[config.mk]
export PLATFORM = sky130hd
export DESIGN_NAME = dl_logger
export DESIGN_NICKNAME = d
export VERILOG_FILES = /design/src/pkg/dl_pkg.sv /design/src/verilog/dl_logger.sv
export SDC_FILE = /design/constraint.sdc
export NUM_CORES = 2
export LEC_CHECK = 0
export BUFFER_PORTS_ARGS = -buffer_cell sky130_fd_sc_hd__buf_2
export CORE_UTILIZATION = 55
export DETAILED_ROUTE_END_ITERATION = 6
export GPL_TIMING_DRIVEN = 0
export PLACE_DENSITY = 0.76
export SLEW_MARGIN = 20
export SYNTH_ARGS = -nofsm -noshare
export SYNTH_HDL_FRONTEND = slang
export SYNTH_SLANG_ARGS = --single-unit
[constraint.sdc]
create_clock -name CLK_SYS -period 52.3 [get_ports CLK_SYS]
set_input_delay 10.46 -clock CLK_SYS [delete_from_list [all_inputs] [get_ports CLK_SYS]]
set_output_delay 10.46 -clock CLK_SYS [all_outputs]
set_load 0.01 [all_outputs]
[src/pkg/dl_pkg.sv]
// Constants and carrier types for the diagnostic event logger.
// Assumes one synchronous clock domain and synchronous inputs.
package dl_pkg;

   // ---------------------------------------------------------------
   // History shapes
   // ---------------------------------------------------------------
   localparam int DIAG_DEPTH = 38;
   localparam int COND_DEPTH = 10;
   localparam int N_LVL      = 6;
   localparam int N_HOLD     = 4;
   localparam int N_SRC      = N_LVL + N_HOLD;
   localparam int N_EVT      = 4;

   // ---------------------------------------------------------------
   // Diagnostic type codes
   // ---------------------------------------------------------------
   localparam logic [15:0] C_SHORT_ON    = 16'h120C;
   localparam logic [15:0] C_SHORT_OFF   = 16'h020C;
   localparam logic [15:0] C_OVERV_ON    = 16'h1211;
   localparam logic [15:0] C_OVERV_OFF   = 16'h0211;
   localparam logic [15:0] C_PRESS_ON    = 16'h1212;
   localparam logic [15:0] C_PRESS_OFF   = 16'h0212;
   localparam logic [15:0] C_FREEF_ON    = 16'h1110;
   localparam logic [15:0] C_FREEF_OFF   = 16'h0110;
   localparam logic [15:0] C_NONOPT_ON   = 16'h1120;
   localparam logic [15:0] C_NONOPT_OFF  = 16'h0120;
   localparam logic [15:0] C_PRCM_ON     = 16'h1180;
   localparam logic [15:0] C_PRCM_OFF    = 16'h0180;
   localparam logic [15:0] C_VALVE_WARN  = 16'h1101;
   localparam logic [15:0] C_EVAC_WARN   = 16'h1102;
   localparam logic [15:0] C_LEAK_WARN   = 16'h1104;
   localparam logic [15:0] C_NOSP_WARN   = 16'h1108;

   // Index 0 has the highest logging priority
   localparam logic [N_LVL-1:0][15:0] LVL_ON_CODE =
      {C_PRCM_ON, C_NONOPT_ON, C_FREEF_ON, C_PRESS_ON, C_OVERV_ON, C_SHORT_ON};
   localparam logic [N_LVL-1:0][15:0] LVL_OFF_CODE =
      {C_PRCM_OFF, C_NONOPT_OFF, C_FREEF_OFF, C_PRESS_OFF, C_OVERV_OFF, C_SHORT_OFF};
   localparam logic [N_HOLD-1:0][15:0] HOLD_CODE =
      {C_NOSP_WARN, C_LEAK_WARN, C_EVAC_WARN, C_VALVE_WARN};

   // ---------------------------------------------------------------
   // Protocol events
   // ---------------------------------------------------------------
   localparam logic [15:0] E_INTERNAL  = 16'h1000;
   localparam logic [15:0] E_UNDERV    = 16'h5100;
   localparam logic [15:0] E_OVERV     = 16'h5110;
   localparam logic [15:0] E_SYSPRESS  = 16'h1802;
   localparam logic [N_EVT-1:0][15:0] EVT_CODE  = {E_SYSPRESS, E_OVERV, E_UNDERV, E_INTERNAL};
   localparam logic [N_EVT-1:0]       EVT_ERROR = 4'h3;

   // ---------------------------------------------------------------
   // Carriers
   // ---------------------------------------------------------------
   typedef struct packed {
      logic [15:0] code;
      logic [31:0] count;
   } dl_diag_entry_t;

   typedef struct packed {
      logic [15:0] evac;
      logic [15:0] leak;
      logic [15:0] freeflow;
      logic [31:0] count;
   } dl_cond_entry_t;

   typedef struct packed {
      logic        done;
      logic        sp_reached;
      logic [15:0] evac;
      logic [15:0] leak;
      logic [15:0] freeflow;
   } dl_cycle_rpt_t;

   typedef struct packed {
      logic        valid;
      logic        is_error;
      logic [15:0] code;
   } dl_event_t;

   localparam dl_diag_entry_t DIAG_RST  = '0;
   localparam dl_cond_entry_t COND_RST  = '0;
   localparam dl_event_t      EVENT_RST = '0;

endpackage

[src/verilog/dl_logger.sv]
// Diagnostic and condition-data logger with protocol event raising.
// Assumes all inputs synchronous to CLK_SYS; cycle reports are one-cycle pulses.
//
// Behaviour
// Log 0x120C on output short onset, 0x020C when it clears.
// Log 0x1211 on supply overvoltage onset, 0x0211 on clearance.
// Log 0x1212 when input pressure leaves range, 0x0212 on return.
// Valve protection logs 0x1101; warning held until next suction cycle.
// Evacuation time over limit logs 0x1102, held until next cycle.
// Leakage over limit logs 0x1104, held until next cycle.
// Upper setpoint missed in a cycle logs 0x1108, held until next cycle.
// Free-flow between threshold-minus-hysteresis and setpoint logs 0x1110, end 0x0110.
// Supply outside optimal range logs 0x1120, return logs 0x0120.
// Input pressure out of range logs 0x1180, return logs 0x0180.
// Condition entry: evac, leakage, free-flow, counter; MSB first.
// Condition history holds ten entries, newest first.
// Internal error raises event 0x1000 of error type.
// Supply undervoltage raises event 0x5100 of error type.
// Supply overvoltage raises event 0x5110 of warning type.
// System pressure out of range raises event 0x1802, warning type.
// Diagnostic entry: type code then cycle counter, MSB first.
// Diagnostic history holds 38 entries, newest first.
// New entry enters newest slot, oldest entry drops out.
`timescale 1ns/1ns
module dl_logger
   import dl_pkg::*;
(
   // Clock and reset
   input  wire logic           CLK_SYS,
   input  wire logic           RST,
   // Condition levels
   input  wire logic           OUTPUT_SHORT,
   input  wire logic           SUPPLY_OVERVOLT,
   input  wire logic           SUPPLY_UNDERVOLT,
   input  wire logic           SUPPLY_NOT_OPTIMAL,
   input  wire logic           INPUT_PRESSURE_BAD,
   input  wire logic           INTERNAL_ERROR,
   // Suction cycle
   input  wire logic           CYCLE_START,
   input  wire logic           VALVE_PROTECT,
   input  wire dl_cycle_rpt_t  CYCLE_RPT,
   input  wire logic [31:0]    CYCLE_COUNTER,
   // Limits and thresholds
   input  wire logic [15:0]    EVAC_TIME_LIMIT,
   input  wire logic [15:0]    LEAKAGE_LIMIT,
   input  wire logic [15:0]    UPPER_CONTROL_SETPOINT,
   input  wire logic [15:0]    PART_PRESENT_THRESHOLD,
   input  wire logic [15:0]    PART_PRESENT_HYSTERESIS,
   // History reads
   input  wire logic [5:0]     DIAG_RD_IDX,
   output dl_diag_entry_t      DIAG_RD_DATA,
   input  wire logic [3:0]     COND_RD_IDX,
   output dl_cond_entry_t      COND_RD_DATA,
   // Status and events
   output logic [N_HOLD-1:0]   WARN_HELD,
   output dl_event_t           EVENT
);

   // ---------------------------------------------------------------
   // Shared decode
   // ---------------------------------------------------------------
   // Lowest set bit wins; bit 4 of the result flags a hit
   function automatic logic [4:0] first_set(input logic [15:0] v);
      logic [4:0] r;
      r = '0;
      for (int i = 15; i >= 0; i--) begin
         if (v[i]) begin
            r = {1'b1, 4'(i)};
         end
      end
      return r;
   endfunction

   // ---------------------------------------------------------------
   // Condition sources
   // ---------------------------------------------------------------
   logic [15:0]        freeflow_q;
   logic [15:0]        thr_low;
   logic               marginal;
   logic [N_LVL-1:0]   lvl_cur;
   logic [N_LVL-1:0]   lvl_logged_q;
   logic [N_HOLD-1:0]  hold_trig;
   logic [N_HOLD-1:0]  pend_q;
   logic [N_HOLD-1:0]  warn_q;

   always_ff @(posedge CLK_SYS) begin
      if (RST) begin
         freeflow_q <= 16'h0000;
      end else if (CYCLE_RPT.done) begin
         freeflow_q <= CYCLE_RPT.freeflow;
      end
   end

   // free-flow window
   // Clamp avoids wrap when hysteresis exceeds threshold
   assign thr_low  = (PART_PRESENT_THRESHOLD > PART_PRESENT_HYSTERESIS) ?
                     PART_PRESENT_THRESHOLD - PART_PRESENT_HYSTERESIS : 16'h0000;
   assign marginal = (freeflow_q > thr_low) && (freeflow_q < UPPER_CONTROL_SETPOINT);

   // level sources
   assign lvl_cur = {INPUT_PRESSURE_BAD, SUPPLY_NOT_OPTIMAL, marginal,
                     INPUT_PRESSURE_BAD, SUPPLY_OVERVOLT, OUTPUT_SHORT};

   // cycle-end checks
   assign hold_trig = {CYCLE_RPT.done & ~CYCLE_RPT.sp_reached,
                       CYCLE_RPT.done & (CYCLE_RPT.leak > LEAKAGE_LIMIT),
                       CYCLE_RPT.done & (CYCLE_RPT.evac > EVAC_TIME_LIMIT),
                       VALVE_PROTECT};

   // ---------------------------------------------------------------
   // Entry selection
   // ---------------------------------------------------------------
   // One entry per cycle; levels outrank held warnings. A change waits
   // its turn; a level that reverts before then is never logged.
   logic [4:0]   sel;
   logic         log_v;
   logic [3:0]   log_i;
   logic [15:0]  log_code;

   assign sel   = first_set(16'({pend_q, lvl_cur ^ lvl_logged_q}));
   assign log_v = sel[4];
   assign log_i = sel[3:0];

   always_comb begin
      log_code = 16'h0000;
      if (log_i < 4'(N_LVL)) begin
         log_code = lvl_cur[log_i[2:0]] ? LVL_ON_CODE[log_i[2:0]] : LVL_OFF_CODE[log_i[2:0]];
      end else begin
         log_code = HOLD_CODE[2'(log_i - 4'(N_LVL))];
      end
   end

   always_ff @(posedge CLK_SYS) begin
      if (RST) begin
         lvl_logged_q <= '0;
      end else if (log_v && log_i < 4'(N_LVL)) begin
         lvl_logged_q[log_i[2:0]] <= lvl_cur[log_i[2:0]];
      end
   end

   // hold until next cycle
   // New trigger beats both the logging clear and the cycle-start clear
   always_ff @(posedge CLK_SYS) begin
      if (RST) begin
         pend_q <= '0;
         warn_q <= '0;
      end else begin
         for (int i = 0; i < N_HOLD; i++) begin
            if (hold_trig[i]) begin
               pend_q[i] <= 1'b1;
               warn_q[i] <= 1'b1;
            end else begin
               if (log_v && log_i == 4'(N_LVL + i)) begin
                  pend_q[i] <= 1'b0;
               end
               if (CYCLE_START) begin
                  warn_q[i] <= 1'b0;
               end
            end
         end
      end
   end

   // ---------------------------------------------------------------
   // Diagnostic history
   // ---------------------------------------------------------------
   dl_diag_entry_t diag_q [DIAG_DEPTH];

   // insert newest
   always_ff @(posedge CLK_SYS) begin
      if (RST) begin
         diag_q[0] <= DIAG_RST;
      end else if (log_v) begin
         diag_q[0] <= '{code: log_code, count: CYCLE_COUNTER};
      end
   end

   // oldest falls off
   for (genvar g = 1; g < DIAG_DEPTH; g++) begin : g_diag
      always_ff @(posedge CLK_SYS) begin
         if (RST) begin
            diag_q[g] <= DIAG_RST;
         end else if (log_v) begin
            diag_q[g] <= diag_q[g-1];
         end
      end
   end

   // ---------------------------------------------------------------
   // Condition-data history
   // ---------------------------------------------------------------
   dl_cond_entry_t cond_q [COND_DEPTH];

   // record per cycle
   always_ff @(posedge CLK_SYS) begin
      if (RST) begin
         cond_q[0] <= COND_RST;
      end else if (CYCLE_RPT.done) begin
         cond_q[0] <= '{evac: CYCLE_RPT.evac, leak: CYCLE_RPT.leak,
                        freeflow: CYCLE_RPT.freeflow, count: CYCLE_COUNTER};
      end
   end

   // newest first
   for (genvar g = 1; g < COND_DEPTH; g++) begin : g_cond
      always_ff @(posedge CLK_SYS) begin
         if (RST) begin
            cond_q[g] <= COND_RST;
         end else if (CYCLE_RPT.done) begin
            cond_q[g] <= cond_q[g-1];
         end
      end
   end

   // ---------------------------------------------------------------
   // Read ports
   // ---------------------------------------------------------------
   // Index 0 is the newest; out-of-range indices read zero
   always_ff @(posedge CLK_SYS) begin
      if (RST) begin
         DIAG_RD_DATA <= DIAG_RST;
         COND_RD_DATA <= COND_RST;
      end else begin
         DIAG_RD_DATA <= (DIAG_RD_IDX < 6'(DIAG_DEPTH)) ? diag_q[DIAG_RD_IDX] : DIAG_RST;
         COND_RD_DATA <= (COND_RD_IDX < 4'(COND_DEPTH)) ? cond_q[COND_RD_IDX] : COND_RST;
      end
   end

   assign WARN_HELD = warn_q;

   // ---------------------------------------------------------------
   // Protocol events
   // ---------------------------------------------------------------
   logic [N_EVT-1:0] evt_cur;
   logic [N_EVT-1:0] evt_seen_q;
   logic [4:0]       esel;

   // event sources
   assign evt_cur = {INPUT_PRESSURE_BAD, SUPPLY_OVERVOLT, SUPPLY_UNDERVOLT, INTERNAL_ERROR};
   assign esel    = first_set(16'(evt_cur ^ evt_seen_q));

   // Only onsets are raised; clearances just rearm the source
   always_ff @(posedge CLK_SYS) begin
      if (RST) begin
         evt_seen_q <= '0;
         EVENT      <= EVENT_RST;
      end else begin
         EVENT <= EVENT_RST;
         if (esel[4]) begin
            evt_seen_q[esel[1:0]] <= evt_cur[esel[1:0]];
            if (evt_cur[esel[1:0]]) begin
               EVENT <= '{valid: 1'b1, is_error: EVT_ERROR[esel[1:0]],
                          code: EVT_CODE[esel[1:0]]};
            end
         end
      end
   end
endmodule

==> out/results.ini <==
[critical_path]
worst_path_most_repeated_cell=buf_12
worst_r2r_path_depth=15
cp.depth=32
r2r_slack_ns=46.83
crit_arrival_ns=17.76
crit_slowest_cell=or4_4
cp_data_required_time_ns=52.92
cp_top_family=buffers and inverters
crit_path_end_kind=flop
crit_buf_inv=12
worst-setup-path-type=in -> reg
cpPeakStageDelay_ns=0.46
r2r-start=freeflow_q[11]$_SDFFE_PP0P_
reg2reg_to=diag_q[37][22]$_SDFFCE_PN0P_
cp_max_fo=60
start_kind=input port

[synthesis]
yosysSeqAreaShare=0.656
syn_avg_cell_area_sq_um=15.2
netlist-cell-type-count=66
synth_ff_type=edfxtp_1
async_flop_share=0
synth-seq-cells=2558
yosysWarnings=0
synth-edff-count=2396
syn_inst=7534
syn_area_sq_um=115000

[drt]
postRouteWirelength_um=289000
drtIter0Drc=8817
wl_met1_um=115000
postRouteAntennaNets=0
dr.pass1.iters=7
wire_per_inst_um=25.9
wl_met3_um=29900
wl_met2_um=133000
vias=67171
drcViolationCount=2
viasPerCell=6.01
routed.top_layer=met5

[global_routing]
antenna_found_initial=30
grt_usage=0.274
grt_pass1_vias=65928
grt_pass1_wl_um=425000
grt_max_degree=116
gr-total-overflow=0

[min_path]
min_from=WARN_HELD[3]$_SDFFE_PP0P_
hold_class=reg -> reg
min_to=WARN_HELD[3]$_SDFFE_PP0P_
holdPathStages=2

[sta]
fin_crit_ns=17.14
fin_tns_setup_ns=0
rsz0062_at_grt=false
worst_pin_slew_ns=1.20
max-slew-margin-rel=0.198
whs_ns=0.465
clock.fmax_mhz=58.3
setup_viol=0
hold_viol=0
min_period_over_period=0.328
skew_ns=0.0768
timing.final.max_slew_violations=0

[floorplan]
die_width_um=459
dieArea_sq_um=210000
die_y_um=459
core_sq_um=207000
num_rows=167
start_util=0.554
io_pins=332

[clocking]
clk_latency_ns=0.96
cts_tree=done
cts-hold-fix-buffers=0
cts.reportedPaths.clkPinSlew_ns=0.06
htreeDepth=5
cts_resized=0
cts_sinks=2558
cts_root_buf=clkbuf_16
cts_setup_buffers=0
clock_path_buffers=4
cts_made_buffers=279

[final_layout]
stdcell_count=11169
syn_to_final_growth_pct=12.8
final_area_sq_um=129000
fillers=14699
multi_input_area_sq_um=36700
seq_area_sq_um=75200
nets=8439
drive_gt1_frac=0.183

[placement]
place_hpwl_um=209000
dp_cells=10682
port_buffers=306
placed_area_sq_um=121000
place.gp.congestion=0.920

[run_status]
status=complete, but fails checks
failed_checks=design-rule violations

[pwr]
peakVddDrop_mv=0.0408
p_leak_nw=52.3
p_per_area_nw_per_um2=35.3

[job]
cap_violations=0

==> final cells by class <==
cell class | count | area share
clock buffers | 360 | 0.0586
repair buffers | 345 | 0.0195
clock inverters | 114 | 0.00727
inverters | 80 | 0.00238
multi-input cells | 4362 | 0.284
well taps | 2788 | 0.0270
plain buffers | 549 | 0.0203
diodes | 13 | 0.000251
flip-flops and latches | 2558 | 0.581
==> how the worst max path moves through the flow <==
stage,startpoint,end
floorplan,PART_PRESENT_THRESHOLD[0],diag_q[0][0]$_SDFFCE_PN0P_
global placement,PART_PRESENT_THRESHOLD[0],diag_q[37][21]$_SDFFCE_PN0P_
detailed placement,PART_PRESENT_THRESHOLD[0],diag_q[37][21]$_SDFFCE_PN0P_
CTS,PART_PRESENT_THRESHOLD[0],diag_q[37][21]$_SDFFCE_PN0P_
global route,PART_PRESENT_THRESHOLD[0],diag_q[36][23]$_SDFFCE_PN0P_
finish,PART_PRESENT_THRESHOLD[0],diag_q[37][22]$_SDFFCE_PN0P_
==> per-layer routing <==
layer  track usage  vias up
met5             0        -
met2         0.420     3447
met1         0.386    34022
li1              -    29124
met4         0.105       20
met3        0.0594      558
==> cell families (layout without fill, tap and decap cells) <==
kind of cell,after synthesis,after routing,share of synthesized area
simple gates,2785,2785,0.147
fa+ha+maj,82,82,0.00901
buf+inv,629,1448,0.0252
other cells,1,29,0.0000327
mux,804,804,0.123
xor+xnor,23,23,0.00176
compound gates,652,652,0.0378
flops,2558,2558,0.656
==> layout by cell type (no fill, tap or decap), types with 39 or more instances in the layout <==
master	n
a211oi_1	162
a21oi_1	172
a221oi_1	48
a22oi_1	47
and2_1	2389
buf_1	39
buf_2	415
clkbuf_1	307
clkbuf_16	288
clkbuf_2	105
clkinv_1	39
clkinv_2	47
dfxtp_1	162
edfxtp_1	2396
ha_1	81
inv_1	79
mux2_2	47
mux2i_1	273
mux4_2	484
nand2_1	56
nor2_1	163
nor2b_1	97
o21ai_0	117
==> state kept, by name, indices dropped and copies added (netlist names), 6 cells and up <==
| signal | count |
|---|---|
| diag_q | 1596 |
| freeflow_q | 16 |
| cond_q | 800 |
| lvl_logged_q | 6 |
| EVENT | 6 |
| DIAG_RD_DATA | 42 |
| COND_RD_DATA | 80 |
==> worst min-delay path, stage by stage (launching register included) <==
cell and delay [ns]:
dfxtp_1 0.31, nand2_1 0.05, a21oi_1 0.06
==> stage by stage <==
step                power (mW)  utilization  setup slack (ns)
floorplan                 2.63            -              1.68
global placement          2.77        0.578            -12.83
detailed placement        2.73        0.583             34.25
CTS                       4.59        0.625             35.26
global route              4.70        0.625             34.59
finish                    4.57        0.625             35.16
==> synthesized netlist by cell type (3+ instances only) <==
library cell	n	area [sq um]
edfxtp_1	2396	71900
and2_1	2389	14900
mux4_2	484	10900
mux2i_1	273	2730
clkbuf_1	262	983
a21oi_1	173	866
nor2_1	163	612
a211oi_1	162	1220
dfxtp_1	162	3240
o21ai_0	117	586
buf_2	104	521
nor2b_1	97	607
clkbuf_2	82	410
ha_1	81	1010
inv_1	80	300
nand2_1	57	214
buf_1	50	188
a221oi_1	48	420
a22oi_1	47	353
mux2_2	47	529
a311oi_1	31	272
a21o_1	29	218
buf_6	28	315
buf_4	23	173
nor3_1	16	80.1
xnor2_1	15	131
nand3_1	12	60.1
nand4_1	12	75.1
o21a_1	10	75.1
nand2b_1	8	50.1
xor2_1	8	70.1
nor4_1	5	31.3
o31ai_1	5	37.5
nor3b_1	4	30.0
o21bai_1	4	30.0
or3_1	4	25.0
a31o_2	3	26.3
and3_1	3	18.8
and3b_1	3	26.3
o211ai_1	3	22.5
o21ai_1	3	15.0
==> power by group <==
part | internal, mW | switching, mW
Combinational | 0.126 | 0.202
Clock | 1.09 | 0.789
Sequential | 2.31 | 0.0478
Note: power is estimated with default switching activity, not from simulation.
